[config.mk]
export PLATFORM = sky130hd
export DESIGN_NAME = spm_port_mux
export DESIGN_NICKNAME = d
export VERILOG_FILES = /design/src/spm_pkg.sv /design/src/spm_sync.sv /design/src/spm_port_mux.sv
export SDC_FILE = /design/constraint.sdc
export NUM_CORES = 1
export LEC_CHECK = 0
export BUFFER_PORTS_ARGS = -buffer_cell sky130_fd_sc_hd__buf_2
export CAP_MARGIN = 20
export CORE_MARGIN = 1
export CORE_UTILIZATION = 49
export CTS_BUF_LIST = sky130_fd_sc_hd__clkbuf_8
export DETAILED_ROUTE_END_ITERATION = 10
export PLACE_DENSITY = 0.84
export SLEW_MARGIN = 15
export SYNTH_ARGS = -nofsm -noshare
export SYNTH_HDL_FRONTEND = slang
export SYNTH_SLANG_ARGS = --single-unit
export TNS_END_PERCENT = 5
[constraint.sdc]
create_clock -name clock_i -period 5.5 [get_ports clock_i]
set_input_delay 1.65 -clock clock_i [delete_from_list [all_inputs] [get_ports clock_i]]
set_output_delay 1.65 -clock clock_i [all_outputs]
set_load 0.01 [all_outputs]
[src/spm_pkg.sv]
// Package with constants and types for the six-pin port function multiplexer.
// Functional notes
// - Six pins, each with own direction bit.
// - Pins 0..3 offer pull-high and pull-low inputs.
// - All pins offer pull-high and open-drain mode.
// - Input threshold selectable: TTL, CMOS, non-Schmitt.
// - Pin 0 external interrupt needs select and enable.
// - Infrared mode puts carrier on pin one.
// - Pin two can clock the timers externally.
// - Pin two can output pulse-width or buzzer.
// - Pin three never drives high.
// - Pin three low resets device when selected.
// - Pin three pull-high under program control.
// - Pin four can output instruction clock.
// - Low crystal takes pins four and five.
// - Pins 0..2 have six drive strength levels.
// - Pins 0..3 become programming pads when programming.
// - Halt wakes on watchdog, port change, external interrupt.
// - Standby also wakes on timer events.
package spm_pkg;
  localparam int unsigned PIN_COUNT    = 6;
  localparam int unsigned PULL_LOW_CNT = 4;
  localparam int unsigned HS_PIN_CNT   = 3;
  localparam int unsigned PIN_EXTIRQ   = 0;
  localparam int unsigned PIN_IR       = 1;
  localparam int unsigned PIN_TMRCLK   = 2;
  localparam int unsigned PIN_RESET    = 3;
  localparam int unsigned PIN_XOUT     = 4;
  localparam int unsigned PIN_XIN      = 5;
  localparam logic [2:0]  DRIVE_LEVELS = 3'h6;
  localparam logic [5:0]  PINS_RESET   = 6'h00;
  localparam logic [5:0]  DIR_RESET    = 6'h3F;
  typedef enum logic [1:0] {SPM_THR_TTL, SPM_THR_CMOS, SPM_THR_PLAIN} spm_thr_e;
  typedef enum logic [1:0] {SPM_PW_RUN, SPM_PW_STANDBY, SPM_PW_HALT} spm_pwr_e;
  typedef enum logic [1:0] {SPM_P2_PORT, SPM_P2_PWM, SPM_P2_BUZZ} spm_p2_e;
endpackage : spm_pkg

[src/spm_sync.sv]
// Two-stage synchroniser for the pin inputs.
`timescale 1ns/1ps
module spm_sync #(
  parameter int unsigned W = 6
) (
  input  wire logic         clock_i,
  input  wire logic         rst_i,
  input  wire logic [W-1:0] d_i,
  output logic      [W-1:0] q_o
);
  logic [W-1:0] meta_ff;

  // First stage feeds only the second stage.
  always_ff @(posedge clock_i or posedge rst_i) begin
    if (rst_i) begin
      meta_ff <= '0;
      q_o     <= '0;
    end else begin
      meta_ff <= d_i;
      q_o     <= meta_ff;
    end
  end
endmodule : spm_sync

[src/spm_port_mux.sv]
// Pin direction, pull, drive and alternate function multiplexer for the six-pin port.
`timescale 1ns/1ps
module spm_port_mux (
  input  wire logic              clock_i,
  input  wire logic              rst_i,
  input  wire logic [5:0]        port_data_i,
  input  wire logic [5:0]        port_dir_in_i,
  input  wire logic [5:0]        pull_high_en_i,
  input  wire logic [3:0]        pull_low_en_i,
  input  wire logic [5:0]        open_drain_en_i,
  input  wire spm_pkg::spm_thr_e threshold_sel_i,
  input  wire logic [8:0]        drive_level_i,
  input  wire logic              external_irq_pin_select_i,
  input  wire logic              external_irq_enable_i,
  input  wire logic              ir_mode_en_i,
  input  wire logic              ir_carrier_i,
  input  wire logic              timer_clk_pin_en_i,
  input  wire spm_pkg::spm_p2_e  pin2_out_sel_i,
  input  wire logic              pulse_width_output_i,
  input  wire logic              buzzer_output_i,
  input  wire logic              reset_pin_en_i,
  input  wire logic              instr_clk_out_en_i,
  input  wire logic              instr_clk_i,
  input  wire logic              external_low_crystal_osc_i,
  input  wire logic              programming_mode_i,
  input  wire logic              programming_data_out_i,
  input  wire logic [5:0]        change_en_i,
  input  wire spm_pkg::spm_pwr_e power_mode_i,
  input  wire logic              wdt_timeout_i,
  input  wire logic              timer0_overflow_i,
  input  wire logic              timer1_underflow_i,
  input  wire logic [5:0]        port_pins_i,
  output logic [5:0]             port_pins_o,
  output logic [5:0]             port_pins_oe_n_o,
  output logic [5:0]             pull_high_on_o,
  output logic [3:0]             pull_low_on_o,
  output spm_pkg::spm_thr_e      threshold_o,
  output logic [8:0]             drive_level_o,
  output logic [5:0]             port_read_o,
  output logic                   external_irq_o,
  output logic                   timer_external_clock_in_o,
  output logic                   external_reset_input_n_o,
  output logic                   crystal_active_o,
  output logic                   programming_data_in_o,
  output logic                   programming_clock_o,
  output logic                   programming_voltage_o,
  output logic                   change_irq_o,
  output logic                   wake_o
);
  import spm_pkg::*;

  logic [5:0] pins_sync;
  logic [5:0] prev_ff;
  logic [5:0] pins_o_ff;
  logic [5:0] oe_n_ff;
  logic [5:0] ph_ff;
  logic [3:0] pl_ff;
  spm_thr_e   thr_ff;
  logic [8:0] drv_ff;
  logic [5:0] rd_ff;
  logic       eirq_ff;
  logic       tclk_ff;
  logic       rst_n_ff;
  logic       xtal_ff;
  logic       sdi_ff;
  logic       sck_ff;
  logic       vpp_ff;
  logic       chg_ff;
  logic       wake_ff;

  // Pin inputs pass two flip-flops before any logic reads them.
  spm_sync #(.W(PIN_COUNT)) u_sync (
    .clock_i (clock_i),
    .rst_i   (rst_i),
    .d_i     (port_pins_i),
    .q_o     (pins_sync)
  );

  // Per-pin alternate output selection; a peripheral overrides port data.
  logic       pin2_periph;
  logic       pin2_value;
  logic [5:0] alt_used;
  logic [5:0] alt_value;
  logic [5:0] out_value;
  logic [5:0] is_output;
  logic [5:0] drive_low_only;
  logic [5:0] pad_owned;
  assign pin2_periph = (pin2_out_sel_i != SPM_P2_PORT) && !timer_clk_pin_en_i;
  assign pin2_value  = (pin2_out_sel_i == SPM_P2_PWM) ? pulse_width_output_i
                                                      : buzzer_output_i;
  assign alt_used  = {1'b0, instr_clk_out_en_i, 1'b0, pin2_periph, ir_mode_en_i,
                      1'b0};
  assign alt_value = {1'b0, instr_clk_i, 1'b0, pin2_value, ir_carrier_i, 1'b0};
  assign out_value = (alt_used & alt_value) | (~alt_used & port_data_i);
  // Crystal pins and programming pads leave port function entirely.
  assign pad_owned = {{2{external_low_crystal_osc_i}}, 4'h0}
                   | {2'b00, {4{programming_mode_i}}};
  assign is_output = (~port_dir_in_i | alt_used) & ~pad_owned;
  assign drive_low_only = open_drain_en_i | 6'h08;

  // Pad drive: in open-drain, drive only a low; enable active low.
  logic [5:0] nxt_pins_o;
  logic [5:0] nxt_oe_n;
  always_comb begin
    nxt_pins_o = out_value;
    nxt_oe_n   = ~is_output;
    for (int i = 0; i < PIN_COUNT; i++) begin
      if (is_output[i] && drive_low_only[i] && out_value[i]) begin
        nxt_oe_n[i] = 1'b1;
      end
      if (nxt_oe_n[i]) begin
        nxt_pins_o[i] = 1'b0;
      end
    end
    // Programming data out owns pin one while programming.
    if (programming_mode_i) begin
      nxt_pins_o[PIN_IR] = programming_data_out_i;
      nxt_oe_n[PIN_IR]   = 1'b0;
    end
  end

  // Pulls apply to inputs only and never to pads taken by the crystal.
  logic [5:0] nxt_ph;
  logic [3:0] nxt_pl;
  assign nxt_ph = pull_high_en_i & ~is_output & ~pad_owned;
  assign nxt_pl = pull_low_en_i & ~is_output[3:0] & ~pad_owned[3:0];

  // Drive level codes above the top level are clamped to it.
  logic [8:0] nxt_drv;
  genvar g;
  generate
    for (g = 0; g < HS_PIN_CNT; g++) begin : g_drv
      assign nxt_drv[g*3 +: 3] = (drive_level_i[g*3 +: 3] >= DRIVE_LEVELS)
                               ? DRIVE_LEVELS - 3'h1 : drive_level_i[g*3 +: 3];
    end
  endgenerate

  // Alternate input functions from synchronised pins.
  logic nxt_eirq;
  logic nxt_tclk;
  logic nxt_rst_n;
  assign nxt_eirq  = external_irq_pin_select_i && external_irq_enable_i
                   && !programming_mode_i && pins_sync[PIN_EXTIRQ];
  assign nxt_tclk  = timer_clk_pin_en_i && pins_sync[PIN_TMRCLK];
  assign nxt_rst_n = !(reset_pin_en_i && !programming_mode_i
                       && !pins_sync[PIN_RESET]);

  // Change detector on enabled inputs versus previous sample.
  logic [5:0] chg_bits;
  logic       nxt_chg;
  assign chg_bits = (pins_sync ^ prev_ff) & change_en_i & ~is_output & ~pad_owned;
  assign nxt_chg  = |chg_bits;

  // Wake sources depend on the low-power mode.
  logic halt_src;
  logic stby_src;
  logic nxt_wake;
  assign halt_src = wdt_timeout_i || nxt_chg || nxt_eirq;
  assign stby_src = halt_src || timer0_overflow_i || timer1_underflow_i;
  assign nxt_wake = (power_mode_i == SPM_PW_HALT)    ? halt_src :
                    (power_mode_i == SPM_PW_STANDBY) ? stby_src : 1'b0;

  // Registered pad controls.
  always_ff @(posedge clock_i or posedge rst_i) begin
    if (rst_i) begin
      pins_o_ff <= PINS_RESET;
      oe_n_ff   <= DIR_RESET;
      ph_ff     <= '0;
      pl_ff     <= '0;
      thr_ff    <= SPM_THR_TTL;
      drv_ff    <= '0;
    end else begin
      pins_o_ff <= nxt_pins_o;
      oe_n_ff   <= nxt_oe_n;
      ph_ff     <= nxt_ph;
      pl_ff     <= nxt_pl;
      thr_ff    <= threshold_sel_i;
      drv_ff    <= nxt_drv;
    end
  end

  // Registered function and event outputs.
  always_ff @(posedge clock_i or posedge rst_i) begin
    if (rst_i) begin
      prev_ff  <= '0;
      rd_ff    <= '0;
      eirq_ff  <= 1'b0;
      tclk_ff  <= 1'b0;
      rst_n_ff <= 1'b1;
      xtal_ff  <= 1'b0;
      sdi_ff   <= 1'b0;
      sck_ff   <= 1'b0;
      vpp_ff   <= 1'b0;
      chg_ff   <= 1'b0;
      wake_ff  <= 1'b0;
    end else begin
      prev_ff  <= pins_sync;
      rd_ff    <= pins_sync & ~pad_owned;
      eirq_ff  <= nxt_eirq;
      tclk_ff  <= nxt_tclk;
      rst_n_ff <= nxt_rst_n;
      xtal_ff  <= external_low_crystal_osc_i;
      sdi_ff   <= programming_mode_i && pins_sync[PIN_EXTIRQ];
      sck_ff   <= programming_mode_i && pins_sync[PIN_TMRCLK];
      vpp_ff   <= programming_mode_i && pins_sync[PIN_RESET];
      chg_ff   <= nxt_chg;
      wake_ff  <= nxt_wake;
    end
  end

  assign port_pins_o               = pins_o_ff;
  assign port_pins_oe_n_o          = oe_n_ff;
  assign pull_high_on_o            = ph_ff;
  assign pull_low_on_o             = pl_ff;
  assign threshold_o               = thr_ff;
  assign drive_level_o             = drv_ff;
  assign port_read_o               = rd_ff;
  assign external_irq_o            = eirq_ff;
  assign timer_external_clock_in_o = tclk_ff;
  assign external_reset_input_n_o  = rst_n_ff;
  assign crystal_active_o          = xtal_ff;
  assign programming_data_in_o     = sdi_ff;
  assign programming_clock_o       = sck_ff;
  assign programming_voltage_o     = vpp_ff;
  assign change_irq_o              = chg_ff;
  assign wake_o                    = wake_ff;
endmodule : spm_port_mux

==> metrics.md <==
| Metric | Value |
|---|---|
| Max-cap violations | `0` |
| Setup CP Type | `reg2out` |
| # clock sinks | `66` |
| Pleak | `0.00165 µW` |
| Floorplan core area | `4350 µm²` |
| Post-route clock skew | `0.00733 ns` |
| Htree depth | `3` |
| Number of antenna violations at the first check in global routing | `0` |
| Final worst-path cycle share | `47.5%` |
| Worst-path clk slew | `0.06 ns` |
| Outcome | `complete, no violations` |
| Area enclosed by the die boundary | `4820 µm²` |
| Number of fill cells | `326` |
| Post-synthesis cell area | `2230 µm²` |
| CP delay by family, top | `flip-flops` |
| Critical Path Source Type | `flip-flop` |
| Effective utilization at floorplan | `51.1%` |
| Post-route cell area | `3060 µm²` |
| Slowest CP cell | `sky130_fd_sc_hd__dfstp_2` |
| Final hold violation count | `0` |
| Most used cells in the layout excluding fill and tap cells | `sky130_fd_sc_hd__buf_2 (119), sky130_fd_sc_hd__dfrtp_1 (59), sky130_fd_sc_hd__nor2_1 (13), sky130_fd_sc_hd__nor2b_1 (11), sky130_fd_sc_hd__clkbuf_8 (10)` |
| Post-detailed-route via-to-cell ratio | `4.73` |
| Overall via count from detail_route | `1,608` |
| Number of distinct library cells after synthesis | `34` |
| Total nets after synthesis | `230` |
| Final Max Tran Viols | `0` |
| Cell row count | `24` |
| Total grt overflow | `0` |
| Critical Path AT | `0.96 ns` |
| Worst Reg-to-Reg Cells | `4` |
| Worst skew pair latency | `0.32 ns` |
| Hold Path Depth | `0` |
| Root buffer cell | `sky130_fd_sc_hd__clkbuf_8` |
| Average wire per cell in the routed design | `12.6 µm` |
| Placed inst area | `2880 µm²` |
| Antenna diodes | `0` |
| Maximum cell stage delay along the critical path | `0.52 ns` |
| Via count of the first global-routing pass | `1,590` |
| Total wire length | `4280 µm` |
| Flops & latches, synth | `66` |
| GRT Total Usage | `19.0%` |
| Width of the chip | `69.4 µm` |
| Wire length of the first global-routing pass | `6930 µm` |
| Mean instance size in the synthesized netlist | `14.2 µm²` |
| Largest fanout of any net on the critical path | `1` |
| Sort of element at the end of the critical path | `output pin` |
| Resize count post-CTS | `0` |
| Net count reported at finish | `356` |
| VDD IR max | `0.187 mV` |
| Warnings from Yosys | `0` |
| CTS tree | `built` |
| Path length in cells of the critical path | `1` |
| Pre-antenna DRT Iters | `4` |
| Hold Crit Class | `reg2reg` |
| DRT iter0 DRCs | `61` |
| Count of buffers from port buffering | `119` |
| Post-layout min period | `2.61 ns` |
| Die Height | `69.4 µm` |
| Total setup violations reported at the end of the flow | `0` |
| Top cell type by total area after synthesis | `sky130_fd_sc_hd__dfrtp_1` |
| CTS Buf Count | `9` |
| Maximum number of pins on one net before global-route repair | `67` |
| Post-DP HPWL | `3070 µm` |
| Fraction of synthesized cell area taken by the top area cell type | `66.3%` |
| Aggregate negative setup slack | `0 ns` |
| Footprint of the flip-flops and latches | `1660 µm²` |
| Ports | `121` |
| Worst slew slack as a fraction of its limit | `48.4%` |
| Area taken by multi-input logic gates | `536 µm²` |
| CTS Buffer Depth | `2` |
| Final ANT Viol Nets | `0` |
| Count of buffer and inverter cells on the critical path | `1` |
| Transition time of the tightest slew-check pin | `0.774 ns` |
| Mapped Cells | `157` |
| Fraction of layout instances using a drive strength above 1 | `49.3%` |
| Critical Path, Cell by Cell | `buf_2` |
| Seq/Total Area, Yosys | `74.6%` |
| Worst hold slack after final layout | `0.345 ns` |
| Area added between synthesis and finish | `37.7%` |
| Weighted congestion at the end of routability-driven global placement | `0.727` |
| Commonest non-fill, non-tap cell in the layout | `sky130_fd_sc_hd__buf_2` |
| Highest attainable clock frequency | `383 MHz` |
| Post-CTS Hold Buffers | `0` |
| Setup repair after global routing missed its margin | `no` |
| Drc violations | `0` |
| Main area contributors after synthesis | `sky130_fd_sc_hd__dfrtp_1 (66%), sky130_fd_sc_hd__dfstp_2 (8.3%), sky130_fd_sc_hd__nor2b_1 (3.1%)` |
| Power per standard cell area | `324 nW/µm²` |
| Setup Fix Bufs, Post-CTS | `0` |
| Data required, critical path | `3.85 ns` |
[routing by layer]
metal / GRT usage (%) / wire [µm] / part of all wire (%)
met4: 11.6 / 42 / 0.98
met1: 21.3 / 1710 / 40
met2: 30.7 / 2180 / 51
met5: 0 / 0 / 0
met3: 7.27 / 339 / 7.9
[per-stage QoR]
step,power [µW],cells,util (%),setup slack [ns]
finish,993,340,70.4,2.89
global route,1040,340,70.4,2.85
CTS,1010,340,70.4,2.87
detailed placement,628,324,66.0,2.68
global placement,624,324,66.0,2.71
floorplan,573,157,-,2.21
[sequential cells by signal, indices dropped and copies added (netlist names)]
signal	cells
drive_level_o	9
port_pins_o	6
port_pins_oe_n_o	6
port_read_o	6
prev_ff	6
pull_high_on_o	6
u_sync.meta_ff	6
u_sync.q_o	6
pull_low_on_o	4
threshold_o	2
change_irq_o	1
crystal_active_o	1
external_irq_o	1
external_reset_input_n_o	1
programming_clock_o	1
programming_data_in_o	1
programming_voltage_o	1
timer_external_clock_in_o	1
wake_o	1
[cells in the mapped netlist (all sizes together)]
| cell | number |
|---|---|
| and3 | 1 |
| nand2 | 5 |
| nor2 | 13 |
| a211o | 2 |
| o221a | 1 |
| nor4bb | 4 |
| nand3 | 2 |
| mux2i | 1 |
| or3 | 1 |
| nand3b | 2 |
| inv | 3 |
| nor3 | 1 |
| xor2 | 4 |
| o21ai | 2 |
| o22a | 1 |
| a22oi | 1 |
| xnor2 | 3 |
| nand4b | 1 |
| a21oi | 4 |
| and2 | 8 |
| o21a | 1 |
| dfrtp | 59 |
| a221o | 1 |
| or3b | 1 |
| o31ai | 1 |
| a21o | 4 |
| nor2b | 11 |
| o21bai | 1 |
| clkbuf | 5 |
| conb | 1 |
| dfstp | 7 |
| a31oi | 3 |
| and3b | 2 |
[power breakdown]
group          switching, µW  internal [µW]
clock network            160            215
logic                   51.5           47.1
registers               7.40            512
total                    219            774
[kinds of logic (layout without fill, tap and decap cells)]
kind of cell,count (synthesis),after routing,share of synthesized area [%]
flops,66,66,74.6
simple gates,52,52,13.7
compound gates,22,22,7.03
buf+inv,8,139,1.35
xor+xnor,7,7,2.75
other cells,1,1,0.168
mux,1,1,0.450
[layout make-up]
class	count	share of cell area, %
flip-flops and latches	66	54.2
repair buffers	120	19.7
multi-input cells	83	17.5
clock buffers	10	4.49
well taps	52	2.12
clock inverters	6	1.67
inverters	3	0.367
[worst paths after layout]
kind	slack, ns	endpoint	startpoint
worst max-delay path	2.89	external_reset_input_n_o	external_reset_input_n_o
worst min-delay path	0.34	u_sync.q_o[4]	u_sync.meta_ff[4]
worst max register to register	4.20	wake_o	u_sync.q_o[3]
worst min register to register	0.34	u_sync.q_o[4]	u_sync.meta_ff[4]
max in group asynchronous	3.44	port_pins_o[5]	rst_i
min in group asynchronous	1.55	drive_level_o[3]	rst_i
Note: power is estimated with default switching activity, not from simulation.
